[src/timer_core_cfg.svh]
`ifndef TIMER_CORE_CFG_SVH
`define TIMER_CORE_CFG_SVH

// Byte offsets on the register bus.
`define CTRL_OFFSET 8'h00
`define COUNT_OFFSET 8'h04
`define CHAN_CTRL_BASE 8'h10
`define CHAN_BUF_BASE 8'h30

// Control register field positions.
`define OVF_FLAG_BIT 0
`define OVF_EN_BIT 1
`define CLEAR_BIT 2
`define MODE_LSB 4
`define DIV_LSB 6
`define SRC_LSB 8
`define LEN_LSB 11
`define HIZ_BIT 15

// Channel control field positions.
`define CH_FLAG_BIT 0
`define CH_EN_BIT 4

// Maximum counts per length.
`define MAX_COUNT_8 16'h00ff
`define MAX_COUNT_10 16'h03ff
`define MAX_COUNT_12 16'h0fff
`define MAX_COUNT_16 16'hffff

// Reset values.
`define CTRL_RESET 16'h0000
`define COUNT_RESET 16'h0000

`endif

[src/timer_core_pkg.sv]
package timer_core_pkg;

  // Operating modes in field order.
  typedef enum logic [1:0] {
    mode_stop,
    mode_up,
    mode_cont,
    mode_updown
  } mode_t;

  // Counter lengths in field order.
  typedef enum logic [1:0] {
    len_8,
    len_10,
    len_12,
    len_16
  } length_t;

  // Timer clock sources in field order.
  typedef enum logic [1:0] {
    src_aux,
    src_sub_main,
    src_external,
    src_external_inv
  } source_t;

endpackage : timer_core_pkg

[src/multilength_timer_core.sv]
`timescale 1ns/100ps
`default_nettype none
`include "timer_core_cfg.svh"

// Counter core of a multi-length timer with a register bus.
// The counter runs at 8, 10, 12 or 16 bits and steps once
// per divided edge of the selected timer source.
// Modes: stop, up to the period, continuous, up/down.
// Latch zero is the period in up and up/down modes.
// In continuous mode it is an ordinary compare value.
// Counting sets flags; a count or latch write never does.
// A counting event wins over a clear in the same cycle.
// Sources are sampled as levels in the clk domain, so a
// source must run well below half the clk rate.
// Only immediate latch loading is built; deferred loads
// and latch grouping are left out to keep the core small.
// Interrupt routing and output units sit outside.
module multilength_timer_core
  import timer_core_pkg::*;
#(
  parameter int CHANNELS = 3
) (
  input wire logic clk,
  input wire logic nrst,
  input wire logic ce,
  input wire logic aux_clock,
  input wire logic sub_main_clock,
  input wire logic external_timer_clock,
  input wire logic [7:0] address,
  input wire logic read,
  input wire logic write,
  input wire logic [31:0] writedata,
  input wire logic [3:0] byteenable,
  output logic [31:0] readdata,
  output logic waitrequest,
  output logic [15:0] count_value,
  output logic overflow_request,
  output logic [CHANNELS-1:0] channel_request,
  output logic [CHANNELS-1:0] channel_out,
  output logic [CHANNELS-1:0] channel_out_oe_n
);

  // The whole state of the block in one record.
  // One packed struct lets reset and the clock enable
  // act on every bit alike, with nothing left outside.
  // Nothing else in the module holds state.
  typedef struct packed {
    logic [31:0] rdata;                    // Read data held for the bus.
    logic wait_n_ack;                      // Waitrequest as seen on the bus.
    logic [15:0] count;                    // Counter value.
    logic dir_down;                        // Up/down direction, latched.
    logic halted;                          // Stopped by a zero period load.
    logic [2:0] div_cnt;                   // Clock divider state.
    logic [2:0] src_prev; // Previous levels of the three source inputs.
    mode_t mode;                           // Operating mode.
    logic [1:0] div_sel;                   // Divider selection.
    source_t src_sel;                      // Clock source selection.
    length_t len_sel;                      // Counter length selection.
    logic hiz;                             // Outputs floated when set.
    logic ovf_en;                          // Overflow request enable.
    logic ovf_flag;                        // Overflow flag.
    logic ovf_req;                         // Registered overflow request.
    logic [CHANNELS-1:0] ch_en;            // Channel request enables.
    logic [CHANNELS-1:0] ch_flag;          // Channel flags.
    logic [CHANNELS-1:0] ch_req;           // Registered channel requests.
    logic [CHANNELS-1:0] ch_eq;            // Counter equals latch.
    logic [CHANNELS-1:0][15:0] latch;      // Compare latches, zero is the period.
  } state_t;

  // The only sequential variable of the module.
  state_t st;        // Registered state.
  state_t next_st;   // Next state.

  // Maximum count for a length, shared by masking and wrap logic.
  // The register is always 16 bits; a shorter length only
  // moves the wrap point and masks the upper bits.
  function automatic logic [15:0] max_of(input length_t len);
    case (len)
      len_8: max_of = `MAX_COUNT_8;
      len_10: max_of = `MAX_COUNT_10;
      len_12: max_of = `MAX_COUNT_12;
      default: max_of = `MAX_COUNT_16;
    endcase
  endfunction : max_of

  // Merge the low two bus lanes into a 16-bit register.
  // Every register is 16 bits wide, so the upper two
  // lanes carry nothing and their enables are ignored.
  function automatic logic [15:0] merge16(input logic [15:0] old, input logic [31:0] data,
                                         input logic [3:0] be);
    merge16 = old;
    if (be[0]) begin
      merge16[7:0] = data[7:0];
    end
    if (be[1]) begin
      merge16[15:8] = data[15:8];
    end
  endfunction : merge16

  // Combinational work variables.
  // Each is written on every path of the single
  // combinational process, so none can infer a latch.
  // None of them is seen outside the module.
  logic src_edge;           // Rising edge of the selected source.
  logic tick;               // Divided count step.
  logic [2:0] div_last;     // Last divider value before a tick.
  logic [15:0] max_cnt;     // Maximum count of the active length.
  logic [15:0] period;      // Period masked to the active length.
  logic updown_as_cont;     // Period beyond the maximum in up/down mode.
  logic ovf_set;            // Overflow event from counting.
  logic [CHANNELS-1:0] ch_set;  // Channel events from counting.
  logic stepped;            // The counter moved by counting this cycle.
  logic take;               // Bus write completes this cycle.
  logic [15:0] ctrl_word;   // Control value written by the bus.
  logic [15:0] wr16;        // Merged write value.

  // All next-state logic lives here; bus writes follow counting so they override the count, but not flag events.
  // Every field starts as its current value, so it holds.
  always_comb begin
    next_st = st;
    ovf_set = 1'b0;
    ch_set = '0;
    stepped = 1'b0;
    ctrl_word = '0;
    wr16 = '0;
    max_cnt = max_of(st.len_sel);
    period = st.latch[0] & max_cnt;
    updown_as_cont = (st.latch[0] > max_cnt);

    // Pick the timer clock; the inputs are already in this clock domain.
    // Each raw input keeps its own history, so switching
    // the selection never fakes an edge from the old level.
    // History starts low, so an input idling high looks
    // like an edge after reset; the mode is stop by then.
    case (st.src_sel)
      src_aux: begin
        src_edge = aux_clock & ~st.src_prev[0];
      end
      src_sub_main: begin
        src_edge = sub_main_clock & ~st.src_prev[1];
      end
      src_external: begin
        src_edge = external_timer_clock & ~st.src_prev[2];
      end
      default: begin
        // The inverted input rises where the raw one falls.
        src_edge = ~external_timer_clock & st.src_prev[2];
      end
    endcase
    next_st.src_prev = {external_timer_clock, sub_main_clock, aux_clock};

    // The divider counts source edges only while the timer runs, so stop freezes it.
    // div_last is the value at which the next edge steps:
    // 0, 1, 3 or 7 for division by 1, 2, 4 or 8.
    div_last = 3'((4'h1 << st.div_sel) - 4'h1);
    tick = 1'b0;
    if (st.mode != mode_stop && src_edge && !st.halted) begin
      if (st.div_cnt >= div_last) begin
        next_st.div_cnt = '0;
        tick = 1'b1;
      end else begin
        next_st.div_cnt = st.div_cnt + 3'h1;
      end
    end

    // One count step per divided edge, by mode.
    // stepped marks a real counting move; compares and
    // flags listen to it and never to a bus write.
    if (tick) begin
      stepped = 1'b1;
      case (st.mode)
        mode_up: begin
          // A zero period parks the counter where it is.
          // At or past the period the count goes to zero.
          // Only the step from exactly the period is an
          // overflow, so a shortened period rolls quietly.
          if (period == '0) begin
            stepped = 1'b0;
          end else if (st.count >= period) begin
            next_st.count = '0;
            ovf_set = (st.count == period);
          end else begin
            next_st.count = st.count + 16'h1;
          end
        end
        mode_updown: begin
          // The direction survives stop and restart; only a
          // clear or a restart after a zero period resets it.
          if (updown_as_cont) begin
            // A period past the maximum behaves as continuous mode.
            next_st.count = (st.count >= max_cnt) ? '0 : st.count + 16'h1;
            ovf_set = (st.count == max_cnt);
          end else if (period == '0) begin
            stepped = 1'b0;
          end else if (st.dir_down) begin
            // Descending: a new period only takes effect at the bottom.
            if (st.count <= 16'h1) begin
              next_st.count = '0;
              next_st.dir_down = 1'b0;
              ovf_set = (st.count == 16'h1);
            end else begin
              next_st.count = st.count - 16'h1;
            end
          end else if (st.count >= period) begin
            // At or above the period: turn round and step down at once, with no extra count.
            next_st.dir_down = 1'b1;
            next_st.count = st.count - 16'h1;
          end else begin
            next_st.count = st.count + 16'h1;
          end
        end
        mode_cont: begin
          // The period is ignored; the wrap is at the maximum
          // and channel zero compares like the others.
          next_st.count = (st.count >= max_cnt) ? '0 : st.count + 16'h1;
          ovf_set = (st.count == max_cnt);
        end
        default: begin
          // Stop never gets here, since tick needs a mode.
          stepped = 1'b0;
        end
      endcase
    end

    // Compare events fire only on a counting step, never on a bus write.
    // The compare looks at the value being moved to, so a
    // flag rises in the cycle count_value shows the match.
    // Latches are masked to the length, as the count is.
    for (int i = 0; i < CHANNELS; i++) begin
      if (stepped && next_st.count == (st.latch[i] & max_cnt)) begin
        ch_set[i] = 1'b1;
      end
    end

    // Clear: counter, divider and direction all return to zero.
    // The clear bit is a command and never stored, so it reads back as zero.
    // It is applied with the control write below, after
    // counting, so a clear beats a step in the same cycle.

    // Bus slave: one wait cycle, then the access completes.
    // The first cycle of a request registers read data
    // and drops waitrequest; the second completes it.
    // A master that holds its request as the bus demands
    // thus sees exactly one wait state.
    // Unmapped reads return zero; unmapped writes vanish.
    take = 1'b0;
    if ((read || write) && st.wait_n_ack) begin
      next_st.wait_n_ack = 1'b0;
      next_st.rdata = '0;
      if (read) begin
        if (address == `CTRL_OFFSET) begin
          next_st.rdata[`OVF_FLAG_BIT] = st.ovf_flag;
          next_st.rdata[`OVF_EN_BIT] = st.ovf_en;
          next_st.rdata[`MODE_LSB +: 2] = st.mode;
          next_st.rdata[`DIV_LSB +: 2] = st.div_sel;
          next_st.rdata[`SRC_LSB +: 2] = st.src_sel;
          next_st.rdata[`LEN_LSB +: 2] = st.len_sel;
          next_st.rdata[`HIZ_BIT] = st.hiz;
        end else if (address == `COUNT_OFFSET) begin
          next_st.rdata[15:0] = st.count;
          // Sources are synchronous here, so the read is
          // coherent even while the timer runs.
        end
        for (int i = 0; i < CHANNELS; i++) begin
          if (address == 8'(`CHAN_CTRL_BASE + 4 * i)) begin
            // No synchronized capture status bit exists here.
            next_st.rdata[`CH_FLAG_BIT] = st.ch_flag[i];
            next_st.rdata[`CH_EN_BIT] = st.ch_en[i];
          end
          if (address == 8'(`CHAN_BUF_BASE + 4 * i)) begin
            next_st.rdata[15:0] = st.latch[i];
          end
        end
      end
    end else if ((read || write) && !st.wait_n_ack) begin
      next_st.wait_n_ack = 1'b1;
      take = write;
    end

    // Writes land at the edge where waitrequest is seen low.
    // They follow the counting logic on purpose: a count
    // write beats a step in that cycle and lands at once.
    // Setup should only change while stopped; the core
    // does not guard against a change while it runs.
    if (take) begin
      if (address == `CTRL_OFFSET) begin
        ctrl_word = merge16({st.hiz, 2'b00, st.len_sel, 1'b0, st.src_sel, st.div_sel,
                             st.mode, 1'b0, 1'b0, st.ovf_en, st.ovf_flag},
                            writedata, byteenable);
        next_st.ovf_flag = ctrl_word[`OVF_FLAG_BIT];
        next_st.ovf_en = ctrl_word[`OVF_EN_BIT];
        next_st.mode = mode_t'(ctrl_word[`MODE_LSB +: 2]);
        next_st.div_sel = ctrl_word[`DIV_LSB +: 2];
        next_st.src_sel = source_t'(ctrl_word[`SRC_LSB +: 2]);
        next_st.len_sel = length_t'(ctrl_word[`LEN_LSB +: 2]);
        next_st.hiz = ctrl_word[`HIZ_BIT];
        if (ctrl_word[`CLEAR_BIT]) begin
          next_st.count = '0;
          next_st.div_cnt = '0;
          next_st.dir_down = 1'b0;
        end
      end else if (address == `COUNT_OFFSET) begin
        // Right-aligned, upper bits forced to zero at short lengths.
        next_st.count = merge16(st.count, writedata, byteenable) & max_cnt;
      end
      for (int i = 0; i < CHANNELS; i++) begin
        if (address == 8'(`CHAN_CTRL_BASE + 4 * i)) begin
          wr16 = merge16({11'h000, st.ch_en[i], 3'h0, st.ch_flag[i]}, writedata,
                         byteenable);
          next_st.ch_flag[i] = wr16[`CH_FLAG_BIT];
          next_st.ch_en[i] = wr16[`CH_EN_BIT];
        end
        if (address == 8'(`CHAN_BUF_BASE + 4 * i)) begin
          // Immediate load: the buffer goes straight to the latch.
          // A zero period in up or up/down halts counting;
          // the next nonzero one restarts up from zero.
          wr16 = merge16(st.latch[i], writedata, byteenable);
          next_st.latch[i] = wr16;
          if (i == 0 && (st.mode == mode_up || st.mode == mode_updown)) begin
            if (wr16 == '0) begin
              next_st.halted = 1'b1;
            end else if (st.halted) begin
              next_st.halted = 1'b0;
              next_st.count = '0;
              next_st.dir_down = 1'b0;
            end
          end
        end
      end
    end

    // A counting event wins over a clear in the same cycle.
    // Software clears a flag by writing zero; an event in
    // that same cycle must not be lost.
    next_st.ovf_flag = next_st.ovf_flag | ovf_set;
    next_st.ch_flag = next_st.ch_flag | ch_set;

    // Requests and equality outputs are registered copies.
    // They come from the next state, so a request shows
    // in the same cycle as its flag, with no extra lag.
    next_st.ovf_req = next_st.ovf_flag & next_st.ovf_en;
    next_st.ch_req = next_st.ch_flag & next_st.ch_en;
    // channel_out is bare equality, not sticky: it tracks the count.
    for (int i = 0; i < CHANNELS; i++) begin
      next_st.ch_eq[i] = (next_st.count == (next_st.latch[i] & max_of(next_st.len_sel)));
    end
  end

  // State register; the clock enable freezes everything, the bus included.
  // Reset loads constants only: all zero but waitrequest,
  // which idles high so no access completes in reset.
  always_ff @(posedge clk or negedge nrst) begin
    if (!nrst) begin
      st <= '0;
      st.wait_n_ack <= 1'b1;
    end else if (ce) begin
      st <= next_st;
    end
  end

  // Outputs come straight from the state register.
  // No output passes through logic after its flip-flop.
  // One shared bit floats all channel outputs together.
  assign readdata = st.rdata;
  assign waitrequest = st.wait_n_ack;
  assign count_value = st.count;
  assign overflow_request = st.ovf_req;
  assign channel_request = st.ch_req;
  assign channel_out = st.ch_eq;
  assign channel_out_oe_n = {CHANNELS{st.hiz}};

endmodule : multilength_timer_core
`default_nettype wire

[config.mk]
export PLATFORM = sky130hd
export DESIGN_NAME = multilength_timer_core
export DESIGN_NICKNAME = d
export VERILOG_FILES = /design/src/timer_core_pkg.sv /design/src/multilength_timer_core.sv
export VERILOG_INCLUDE_DIRS = /design/src
export SDC_FILE = /design/constraint.sdc
export NUM_CORES = 1
export LEC_CHECK = 0
export BUFFER_PORTS_ARGS = -buffer_cell sky130_fd_sc_hd__buf_2
export CORE_MARGIN = 4
export CORE_UTILIZATION = 40
export DETAILED_ROUTE_END_ITERATION = 8
export GPL_TIMING_DRIVEN = 1
export PLACE_DENSITY = 0.63
export SLEW_MARGIN = 40
export SYNTH_ARGS = -nofsm -noshare
export SYNTH_HDL_FRONTEND = slang
export SYNTH_SLANG_ARGS = --single-unit
[constraint.sdc]
create_clock -name clk -period 11.7 [get_ports clk]
set_input_delay 1.17 -clock clk [delete_from_list [all_inputs] [get_ports clk]]
set_output_delay 1.17 -clock clk [all_outputs]
set_load 0.1 [all_outputs]
=== Word-level counts from Yosys, hierarchy flattened ===
Index checks and enable logic that the tools add are counted.

* Output and inout bits: 59
* Bits in registers: 113

* Reduce and logical (&&, ||, !) cells: 24
* Bitwise gates (word level): 19
* Magnitude comparators: 5
* Equal/unequal tests: 26
* Shifts and indexed selects: 1
* Mux-type cells: 111
* Add/subtract/negate cells: 4

{| class="wikitable"
|+ Operators by type and width
! kind !! count
|-
| $mux W16 || 19
|-
| $mux W8 || 22
|-
| $pmux W16 S3 || 3
|-
| $eq A16 B16 Y1 || 8
|-
| $and A16 B16 Y16 || 7
|-
| $mux W17 || 5
|-
| $mux W18 || 3
|-
| $mux W48 || 1
|-
| $mux W1 || 39
|-
| $ge A16 B16 Y1 || 2
|-
| $logic_not A16 Y1 || 2
|-
| $mux W5 || 5
|-
| $eq A8 B5 Y1 const B || 3
|-
| $eq A8 B6 Y1 const B || 3
|-
| $mux W21 || 1
|-
| $add A16 B1 Y16 const B || 1
|-
| $eq A16 B1 Y1 const B || 1
|-
| $gt A16 B16 Y1 || 1
|-
| $le A16 B1 Y1 const B || 1
|-
| $sub A16 B1 Y16 const B || 1
|-
| $mux W3 || 4
|-
| $mux W6 || 2
|-
| $reduce_and A4 Y1 || 3
|-
| $eq A2 B2 Y1 const B || 5
|-
| 21 further kinds || 48
|}

=== Depth between registers and ports, before layout ===
Gate-level depths: netlist of run 1.

* Depth in word-level cells: 18
* Mapped depth: 20
* Gate-level depth less buffers: 16

=== Least setup slack after synthesis of run 1 ===
Ideal clock, no wire load.

* Kind: reg2reg
* Start point: reg st[64] in the netlist's numbering
* End point: reg st[54] in the netlist's numbering
* Arrival: 4256 ps
* Buffers on the path: 5
* Required time: 11633 ps
* Clock period less this slack: 4323 ps
* Path slack: 7377 ps
* Stages on the path, launching flop included: 21
* Setup time: 67 ps
* Cells stage by stage: dfrtp_1 > clkbuf_2 > and2_1 > buf_2 > clkbuf_1 > nand2_1 > ha_1 > nand4_1 > or2_2 > a211o_1 > nand3_1 > buf_2 > clkbuf_1 > o2111ai_1 > and3_1 > nand4_1 > o31ai_1 > a2111o_1 > or4_1 > o21ai_0 > o221a_1

* Word-level cells in the longest chain between the ends: 14
* Elaborated cells between the ends (all ways): 26
* Classes of those cells: order compare: 3; eq/ne: 3; mux: 15; bitwise: 2; reduce/logical: 3

{| class="wikitable"
|+ RTL lines
! what !! line !! source
|-
| start: declaration || multilength_timer_core.sv:71 || <nowiki>state_t st;</nowiki>
|-
| start signal: assignment || multilength_timer_core.sv:357 || <nowiki>st <= next_st;</nowiki>
|-
| $eq A2 B2 Y1, or another cell as far along || multilength_timer_core.sv:78 || <nowiki>case (len)</nowiki>
|-
| $pmux W16 S3 (*) || multilength_timer_core.sv:78 ||
|-
| $and A16 B16 Y16 || multilength_timer_core.sv:127, multilength_timer_core.sv:230 ||
|-
| $ge A16 B16 Y1 || multilength_timer_core.sv:179, multilength_timer_core.sv:204 ||
|-
| $mux W16 || multilength_timer_core.sv:204 || <nowiki>end else if (st.count >= period) begin</nowiki>
|-
| $mux W17 || multilength_timer_core.sv:195 || <nowiki>end else if (st.dir_down) begin</nowiki>
|-
| $mux W17 || multilength_timer_core.sv:193 || <nowiki>end else if (period == '0) begin</nowiki>
|-
| $mux W16 || multilength_timer_core.sv:189 || <nowiki>if (updown_as_cont) begin</nowiki>
|-
| $pmux W16 S3 || multilength_timer_core.sv:171 || <nowiki>case (st.mode)</nowiki>
|-
| $mux W17 || multilength_timer_core.sv:169 || <nowiki>if (tick) begin</nowiki>
|-
| $eq A16 B16 Y1 || multilength_timer_core.sv:230 || <nowiki>if (stepped && next_st.count == (st.latch[i] & max_cnt)) begin</nowiki>
|-
| $logic_and A1 B1 Y1 (*) || multilength_timer_core.sv:230 ||
|-
| $mux W1 (*) || multilength_timer_core.sv:230 ||
|-
| $or A3 B3 Y3 (*) || multilength_timer_core.sv:336 || <nowiki>next_st.ch_flag = next_st.ch_flag | ch_set;</nowiki>
|}

Mark *: on every way between the ends. The rest lies on a longest branch, timed or not.
A chain may end at the register's enable or synchronous reset.

=== Final worst setup path of run 1 ===
* Start point: reg st[65] in the netlist's numbering
* End point: reg st (netlist bit channel_out[0])

* Word-level cells in the longest chain between the ends: 18
* Elaborated cells between the ends (all ways): 36
* Classes of those cells: order compare: 3; eq/ne: 5; mux: 22; bitwise: 3; reduce/logical: 3

{| class="wikitable"
|+ RTL lines
! what !! line !! source
|-
| $eq A2 B2 Y1, or another cell as far along || multilength_timer_core.sv:78 ||
|-
| $pmux W16 S3 || multilength_timer_core.sv:78 ||
|-
| $and A16 B16 Y16 || multilength_timer_core.sv:127 || <nowiki>period = st.latch[0] & max_cnt;</nowiki>
|-
| $ge A16 B16 Y1 || multilength_timer_core.sv:179, multilength_timer_core.sv:204 ||
|-
| $mux W16 || multilength_timer_core.sv:204 ||
|-
| $mux W17 || multilength_timer_core.sv:195 ||
|-
| $mux W17 || multilength_timer_core.sv:193 ||
|-
| $mux W16 || multilength_timer_core.sv:189 ||
|-
| [2 not listed] || - ||
|-
| $mux W16 / $mux W17 (equally long branches) || multilength_timer_core.sv:302, multilength_timer_core.sv:297 ||
|-
| $mux W16 || multilength_timer_core.sv:286 || <nowiki>if (address == `CTRL_OFFSET) begin</nowiki>
|-
| $mux W18 || multilength_timer_core.sv:322 || <nowiki>end else if (st.halted) begin</nowiki>
|-
| $mux W17 || multilength_timer_core.sv:320 || <nowiki>if (wr16 == '0) begin</nowiki>
|-
| $mux W18 || multilength_timer_core.sv:319 || <nowiki>if (i == 0 && (st.mode == mode_up || st.mode == mode_updown)) begin</nowiki>
|-
| $mux W18 || multilength_timer_core.sv:313 || <nowiki>if (address == 8'(`CHAN_BUF_BASE + 4 * i)) begin</nowiki>
|-
| $mux W21 || multilength_timer_core.sv:285 || <nowiki>if (take) begin</nowiki>
|-
| $eq A16 B16 Y1 (*) || multilength_timer_core.sv:345 || <nowiki>next_st.ch_eq[i] = (next_st.count == (next_st.latch[i] & max_of(next_st.len_sel)));</nowiki>
|}

Marked as above.

==> results of run 1 <==
through the flow:
| step | util [%] | setup slack [ps] | power, µW | hold slack (ps) | cells |
|---|---|---|---|---|---|
| 2_1_floorplan | - | 7380 | 882 | 448 | 1485 |
| 3_3_place_gp | 42.1 | 5470 | 1040 | 473 | 1825 |
| 3_5_place_dp | 42.2 | 5480 | 1050 | 469 | 1825 |
| 4_1_cts | 44.1 | 5440 | 1550 | 486 | 1857 |
| 5_1_grt | 44.1 | 4980 | 1630 | 519 | 1857 |
| 6_report | 44.1 | 5160 | 1570 | 486 | 1857 |
power breakdown:
| part | internal [µW] | switching (µW) |
|---|---|---|
| logic | 166 | 447 |
| registers | 409 | 42.1 |
| clock network | 294 | 212 |
state kept, by name, indices dropped and copies added (netlist names):
signal / count
readdata: 16
st: 72
count_value: 16
waitrequest: 1
overflow_request: 1
channel_out: 3
channel_out_oe_n: 1
channel_request: 3
area by class of cell:
cell class	count	area (µm²)	share of cell area, %
Multi-Input combinational cell	1185	8170	63.8
Sequential cell	113	2830	22.1
Timing Repair Buffer	112	657	5.13
Tap cell	384	480	3.75
Clock buffer	18	429	3.35
Clock inverter	14	130	1.02
Inverter	31	116	0.909
cells by family after synthesis:
family,count (synthesis)
simple gates,526
compound gates,375
buf+inv,187
mux,140
flops,113
xor+xnor,85
fa+ha+maj,43
other cells,1
worst paths after layout:
check	to	cells past startpoint
setup / recovery	channel_out[0]$_DFFE_PN0P_	15
hold / removal	channel_request[1]$_DFFE_PN0P_	1
setup reg to reg	channel_out[0]$_DFFE_PN0P_	15
hold reg to reg	channel_request[1]$_DFFE_PN0P_	1
max in group asynchronous	count_value[11]$_DFFE_PN0P_	2
min in group asynchronous	st[76]$_DFFE_PN0P_	1
layout by cell type (no fill, tap or decap), types with 8 or more instances in the layout:
master / Yosys / routed
a22o_1: 23 / 23
o22ai_1: 8 / 8
conb_1: 1 / 16
buf_2: 14 / 75
dfrtp_1: 112 / 112
a31oi_1: 12 / 12
and3_1: 19 / 19
nand4_1: 27 / 27
or4_1: 9 / 9
a222oi_1: 9 / 9
nand3_1: 57 / 57
mux2_2: 77 / 77
o21ai_0: 70 / 70
nor4_1: 28 / 27
o211ai_1: 8 / 8
xor2_1: 43 / 43
xnor2_1: 42 / 42
buf_4: 62 / 36
nor3_1: 53 / 53
and4_1: 8 / 8
and2_1: 9 / 9
o221ai_1: 8 / 8
o31ai_1: 15 / 15
or3_1: 9 / 9
a21oi_1: 84 / 84
a22oi_1: 14 / 14
ha_1: 43 / 43
nand2_1: 133 / 133
nor3b_1: 10 / 9
clkbuf_16: 0 / 17
a211oi_1: 14 / 14
mux2i_1: 63 / 62
nor2b_1: 11 / 11
nor2_1: 113 / 113
a21o_1: 8 / 8
inv_1: 30 / 30
o21a_1: 12 / 12
routing by layer:
| metal | wire, µm | vias to the layer above | GRT usage (%) | share of wire (%) |
|---|---|---|---|---|
| li1 | - | 5412 | - | - |
| met1 | 21800 | 5997 | 43.7 | 42 |
| met2 | 21600 | 830 | 44.7 | 42 |
| met3 | 5950 | 149 | 7.79 | 11 |
| met4 | 2480 | 0 | 12.6 | 4.8 |
| met5 | 0 | - | 0 | 0 |
worst register-to-register path: cells and delay by family, from the launching register on:
kind	cells	cell delay (ps)
XOR/XNOR	1	270
flip-flops	1	860
AO/OA/AOI/OAI	7	2570
AND/OR/NAND/NOR	6	2380
adder cells (fa/ha/maj)	1	370
cells in the mapped netlist, types with 5 or more instances:
| master | n | area share, % |
|---|---|---|
| and2_1 | 9 | 0.47 |
| nor2_1 | 113 | 3.6 |
| nor3_1 | 53 | 2.2 |
| a211o_1 | 5 | 0.37 |
| a221o_1 | 6 | 0.51 |
| o211ai_1 | 8 | 0.51 |
| or2_2 | 7 | 0.37 |
| o21a_1 | 12 | 0.76 |
| buf_2 | 14 | 0.59 |
| nand2_1 | 133 | 4.2 |
| xnor2_1 | 42 | 3.1 |
| o221ai_1 | 8 | 0.59 |
| mux2i_1 | 63 | 5.3 |
| buf_4 | 62 | 3.9 |
| nor3b_1 | 10 | 0.63 |
| mux2_2 | 77 | 7.3 |
| nand3_1 | 57 | 2.4 |
| o31ai_1 | 15 | 0.95 |
| xor2_1 | 43 | 3.2 |
| o32ai_1 | 5 | 0.37 |
| a31oi_1 | 12 | 0.63 |
| o22ai_1 | 8 | 0.42 |
| dfrtp_1 | 112 | 24 |
| a221oi_1 | 7 | 0.52 |
| and3_1 | 19 | 1.0 |
| buf_1 | 10 | 0.32 |
| inv_1 | 30 | 0.95 |
| a211oi_1 | 14 | 0.89 |
| ha_1 | 43 | 4.5 |
| o2111ai_1 | 5 | 0.37 |
| or4_1 | 9 | 0.57 |
| or3_1 | 9 | 0.47 |
| nand4_1 | 27 | 1.4 |
| a21oi_1 | 84 | 3.5 |
| nor2b_1 | 11 | 0.58 |
| o21ai_0 | 70 | 3.0 |
| nor4_1 | 28 | 1.5 |
| and4_1 | 8 | 0.59 |
| a222oi_1 | 9 | 0.76 |
| a22o_1 | 23 | 1.7 |
| nand2b_1 | 7 | 0.37 |
| a22oi_1 | 14 | 0.89 |
| a21o_1 | 8 | 0.51 |
| clkbuf_1 | 65 | 2.1 |
==> out/summary.txt, run 1 <==
Status - finished clean
Post-synth top flop - dfrtp_1
First-pass GRT wire length - 76.8 mm
Final Max Slew Viols - 0
Vias post-DR - 12.4k
Yosys reg bits - 113
Tcrit/Tclk final - 55.9%
Nets - 1555
Adder-Cell Fraction of Synth Area - 4.53%
Routed Antenna Nets - 0
Layout cells sized above 1 - 17.5%
Worst path arrival time - 6880 ps
Hold Buf Count CTS - 0
Slowest CP cell - dfrtp_1
Worst-path cell chain - and2_1 -> nand2_1 -> ha_1 -> nand4_1 -> or2_2 -> a211o_1 -> nand3_1 -> o21ai_1 -> a22oi_1 -> a2bb2oi_2 -> a21oi_1 -> xor2_1 -> a2111oi_0 -> nand4_1 -> o31ai_1
Max Clock Skew - 9.16 ps
Post-synth EDFFs - 0
Register area share after synthesis - 23.8%
Number of gates resized after CTS - 0
Mux contribution to synthesized area - 12.6%
Crit path max fanout - 20
Setup Fix Bufs, Post-CTS - 0
Final wirelength - 51.8 mm
CP dominant cell by count - nand4_1
Die Y - 180 µm
Critical path's largest stage delay - 860 ps
DRC Markers - 0
Hpwl dp - 38.8 mm
Die footprint - 0.0325 mm²
Internal reg-to-reg setup slack - 5160 ps
Initial DRC Count - 1767
GP Congestion - 1.02
Leak pwr - 0.00566 µW
Io pins - 111
Chip width - 180 µm
Post-route cell area - 0.0128 mm²
Antenna Cells - 0
Filler cells - 2983
Sum Neg Setup Slack - 0 ps
HP Start - channel_request[1]$_DFFE_PN0P_
Crit path required time - 12030 ps
Simple-Gate Fraction of Synth Area - 22.3%
I/O Buffers - 76
Rel. slew slack - 38.2%
Largest family of logic cells by synthesized area - simple AND/OR/NAND/NOR gates
Clk_lat worst skew - 430 ps
CTS tree - built
Synth warn - 0
Hold crit path type - register to register
Synth Instances - 1470
Fmax - 0.153 GHz
CORE AREA - 0.0290 mm²
H-tree depth - 4
Number of vias per cell - 6.67
Setup Viol. Count Final - 0
Vias in the first global route - 11.8k
Worst setup SP type - register
CP startpoint - st[65]$_DFFE_PN0P_
XOR/XNOR share of the synthesized area - 6.27%
Reg clk slew, reported paths - 60 ps
Largest net degree at the start of global routing - 72
CP top delay family - compound AO/OA/AOI/OAI gates
Buf/Inv on CP - 0
Global route overflow - 0
RSZ-0062 raised after global routing - no
Worst Tran Pin Value - 921 ps
Drt wl/cell - 27.9 µm
Reg2reg start - st[65]$_DFFE_PN0P_
Cell Pwr Density - 123 mW/mm²
Area delta synth->final - 7.86%
GRT Util Overall - 30.8%
Initial Util - 40.9%
Max Cap Violations - 0
First drt pass iteration count - 6
Initial antenna violation count - 0
VDD IR-drop max - 0.0826 mV
Dpl cell area - 0.0122 mm²
Crit path kind - register to register
Cts bufs inserted - 17
Clk buf depth - 2
CTS Sinks - 113
FFs w/ async S/R, synth - 100%
Site Rows - 62
Final hold viol count - 0
Root buf cell - clkbuf_16
Final min period - 6540 ps
Compound-Gate Fraction of Synth Area - 22.2%
Mapped Area - 0.0119 mm²
Worst Setup End Kind - register
Post-synthesis cell type count - 97
Post-Syn Area per Cell - 8.08 µm²
Power figures use the tool's default switching activity.
==> inputs of run 2 (changes only) <==
PLACE_DENSITY = 0.65   (was 0.63)
clock period = 5.45 ns   (was 11.7 ns; I/O delays follow)
==> run 2 against run 1 <==
Effect of this change:
- sequential power is 110% higher
- clock-buffer cell count grew 3
- core utilization up 1.4 points
- global-route usage up 1.1 points
- combinational power is 130% higher
- design area is 3.2% higher
- critical path type unchanged
- largest cell class unchanged
==> out/summary.txt, run 2 (synthesis gave the netlist of run 1 again) <==
Rel. slew slack - 39.1%
Initial DRC Count - 1380
Max Clock Skew - 15.1 ps
Largest net degree at the start of global routing - 62
H-tree depth - 4
Setup Viol. Count Final - 0
Critical Path Stages - 15
First-pass GRT wire length - 79.1 mm
Critical path's largest stage delay - 600 ps
Max Cap Violations - 0
Hpwl dp - 41.2 mm
Buf/Inv on CP - 2
First drt pass iteration count - 6
Internal reg-to-reg setup slack - 430 ps
CTS tree - built
Sum Neg Setup Slack - 0 ps
Reg clk slew, reported paths - 50 ps
Io pins - 111
Worst Tran Pin Value - 905 ps
GR peak layer - met2
Global route overflow - 0
Met2 Resource Use GR - 47.0%
Critical Path Sink - channel_out[2]$_DFFE_PN0P_
Drt wl/cell - 28.0 µm
Final wirelength - 53.6 mm
Root buf cell - clkbuf_16
RSZ-0062 raised after global routing - no
Worst-path cell chain - or2_2 -> ha_1 -> nor4_1 -> o2111ai_2 -> buf_4 -> nand2_1 -> buf_4 -> o31ai_1 -> o22ai_1 -> nand2_1 -> a21oi_1 -> xor2_1 -> nor4_1 -> nand3_1 -> o41ai_1
Crit path required time - 5760 ps
GRT Util Overall - 31.9%
Chip width - 180 µm
CTS Sinks - 113
Non-Filler Instances - 1911
R2r endpoint - channel_out[2]$_DFFE_PN0P_
DRC Markers - 0
M3 GR Usage - 7.23%
Hold crit path type - input port to async pin
Reg2reg start - st[64]$_DFFE_PN0P_
CP startpoint - st[64]$_DFFE_PN0P_
Antenna Cells - 0
GP Congestion - 1.07
Post-Place Cells - 1882
Die footprint - 0.0325 mm²
Die Y - 180 µm
Slowest CP cell - nor4_1
Tcrit/Tclk final - 92.1%
Met1 Track Usage GR - 45.5%
CORE AREA - 0.0290 mm²
Status - finished clean
Crit path max fanout - 10
Final Max Slew Viols - 0
Crit path kind - register to register
Clk_lat worst skew - 440 ps
Cell Pwr Density - 257 mW/mm²
Max FFs per register - 72
Post-route cell area - 0.0132 mm²
Layout cells sized above 1 - 20.4%
Vias in the first global route - 11.9k
Final min period - 5020 ps
Site Rows - 62
Initial Util - 40.9%
Clk buf depth - 2
Vias post-DR - 12.5k
CP top delay family - simple AND/OR/NAND/NOR gates
Most frequent cells in the layout - nand2_1, nor2_1, dfrtp_1, buf_4, a21oi_1
VDD IR-drop max - 0.290 mV
Reg with most FFs - st
Fmax - 0.199 GHz
Worst path arrival time - 5330 ps
Reg2reg path depth - 15
Area delta synth->final - 11.3%
Commonest non-fill, non-tap cell in the layout - nand2_1
Initial antenna violation count - 1
I/O Buffers - 76
Post-Place Setup Slack - 418 ps
Number of vias per cell - 6.56
Leak pwr - 0.00593 µW
Dpl cell area - 0.0127 mm²
Final hold viol count - 0
Worst setup SP type - register
Worst Setup End Kind - register
Worst setup margin - 431 ps
Cts bufs inserted - 17
Nets - 1612
Routed Antenna Nets - 0
==> run 2: per-layer routing <==
metal	vias to the layer above	wire length, µm
li1	5514	-
met1	6112	23000
met2	783	22600
met3	131	5570
met4	0	2370
met5	-	0
==> run 2: layout make-up <==
type	instances	area, µm²
Fill cell	2949	15800
Clock buffer	21	460
Multi-Input combinational cell	1185	8170
Clock inverter	8	65.1
Tap cell	384	480
Sequential cell	113	2830
Inverter	31	116
Timing Repair Buffer	169	1090
==> run 2: metrics by stage <==
stage          power (µW)  util [%]  hold WS [ps]
3_5_place_dp         2340      43.7           475
6_report             3390      45.5          83.3
3_3_place_gp         2330      43.6           472
5_1_grt              3520      45.5           108
4_1_cts              3360      45.5          67.2
2_1_floorplan        1890         -           249
==> run 2: power breakdown <==
part	switching (µW)	total, µW	internal (µW)	leakage [µW]
sequential	64.1	945	880	0.00152
clock	385	1020	634	0.000268
combinational	1010	1430	416	0.00414
==> run 2: worst min-delay path by stage <==
stage / endpoint / slack (ps)
after floorplan: channel_out[0]$_DFFE_PN0P_ / 250
after CTS: count_value[9]$_DFFE_PN0P_ / 70
after global routing: readdata[1]$_DFFE_PN0P_ / 110
final: readdata[7]$_DFFE_PN0P_ / 80
after detailed placement: channel_out[0]$_DFFE_PN0P_ / 470
after global placement: channel_out[0]$_DFFE_PN0P_ / 470
==> run 2: what timing repair did <==
| action | CTS | global route |
|---|---|---|
| endpoints found under the setup margin | 0 | 3 |
| hold buffers | 0 | 0 |
| resized for setup | 0 | 2 |
| buffers inserted | 0 | 0 |
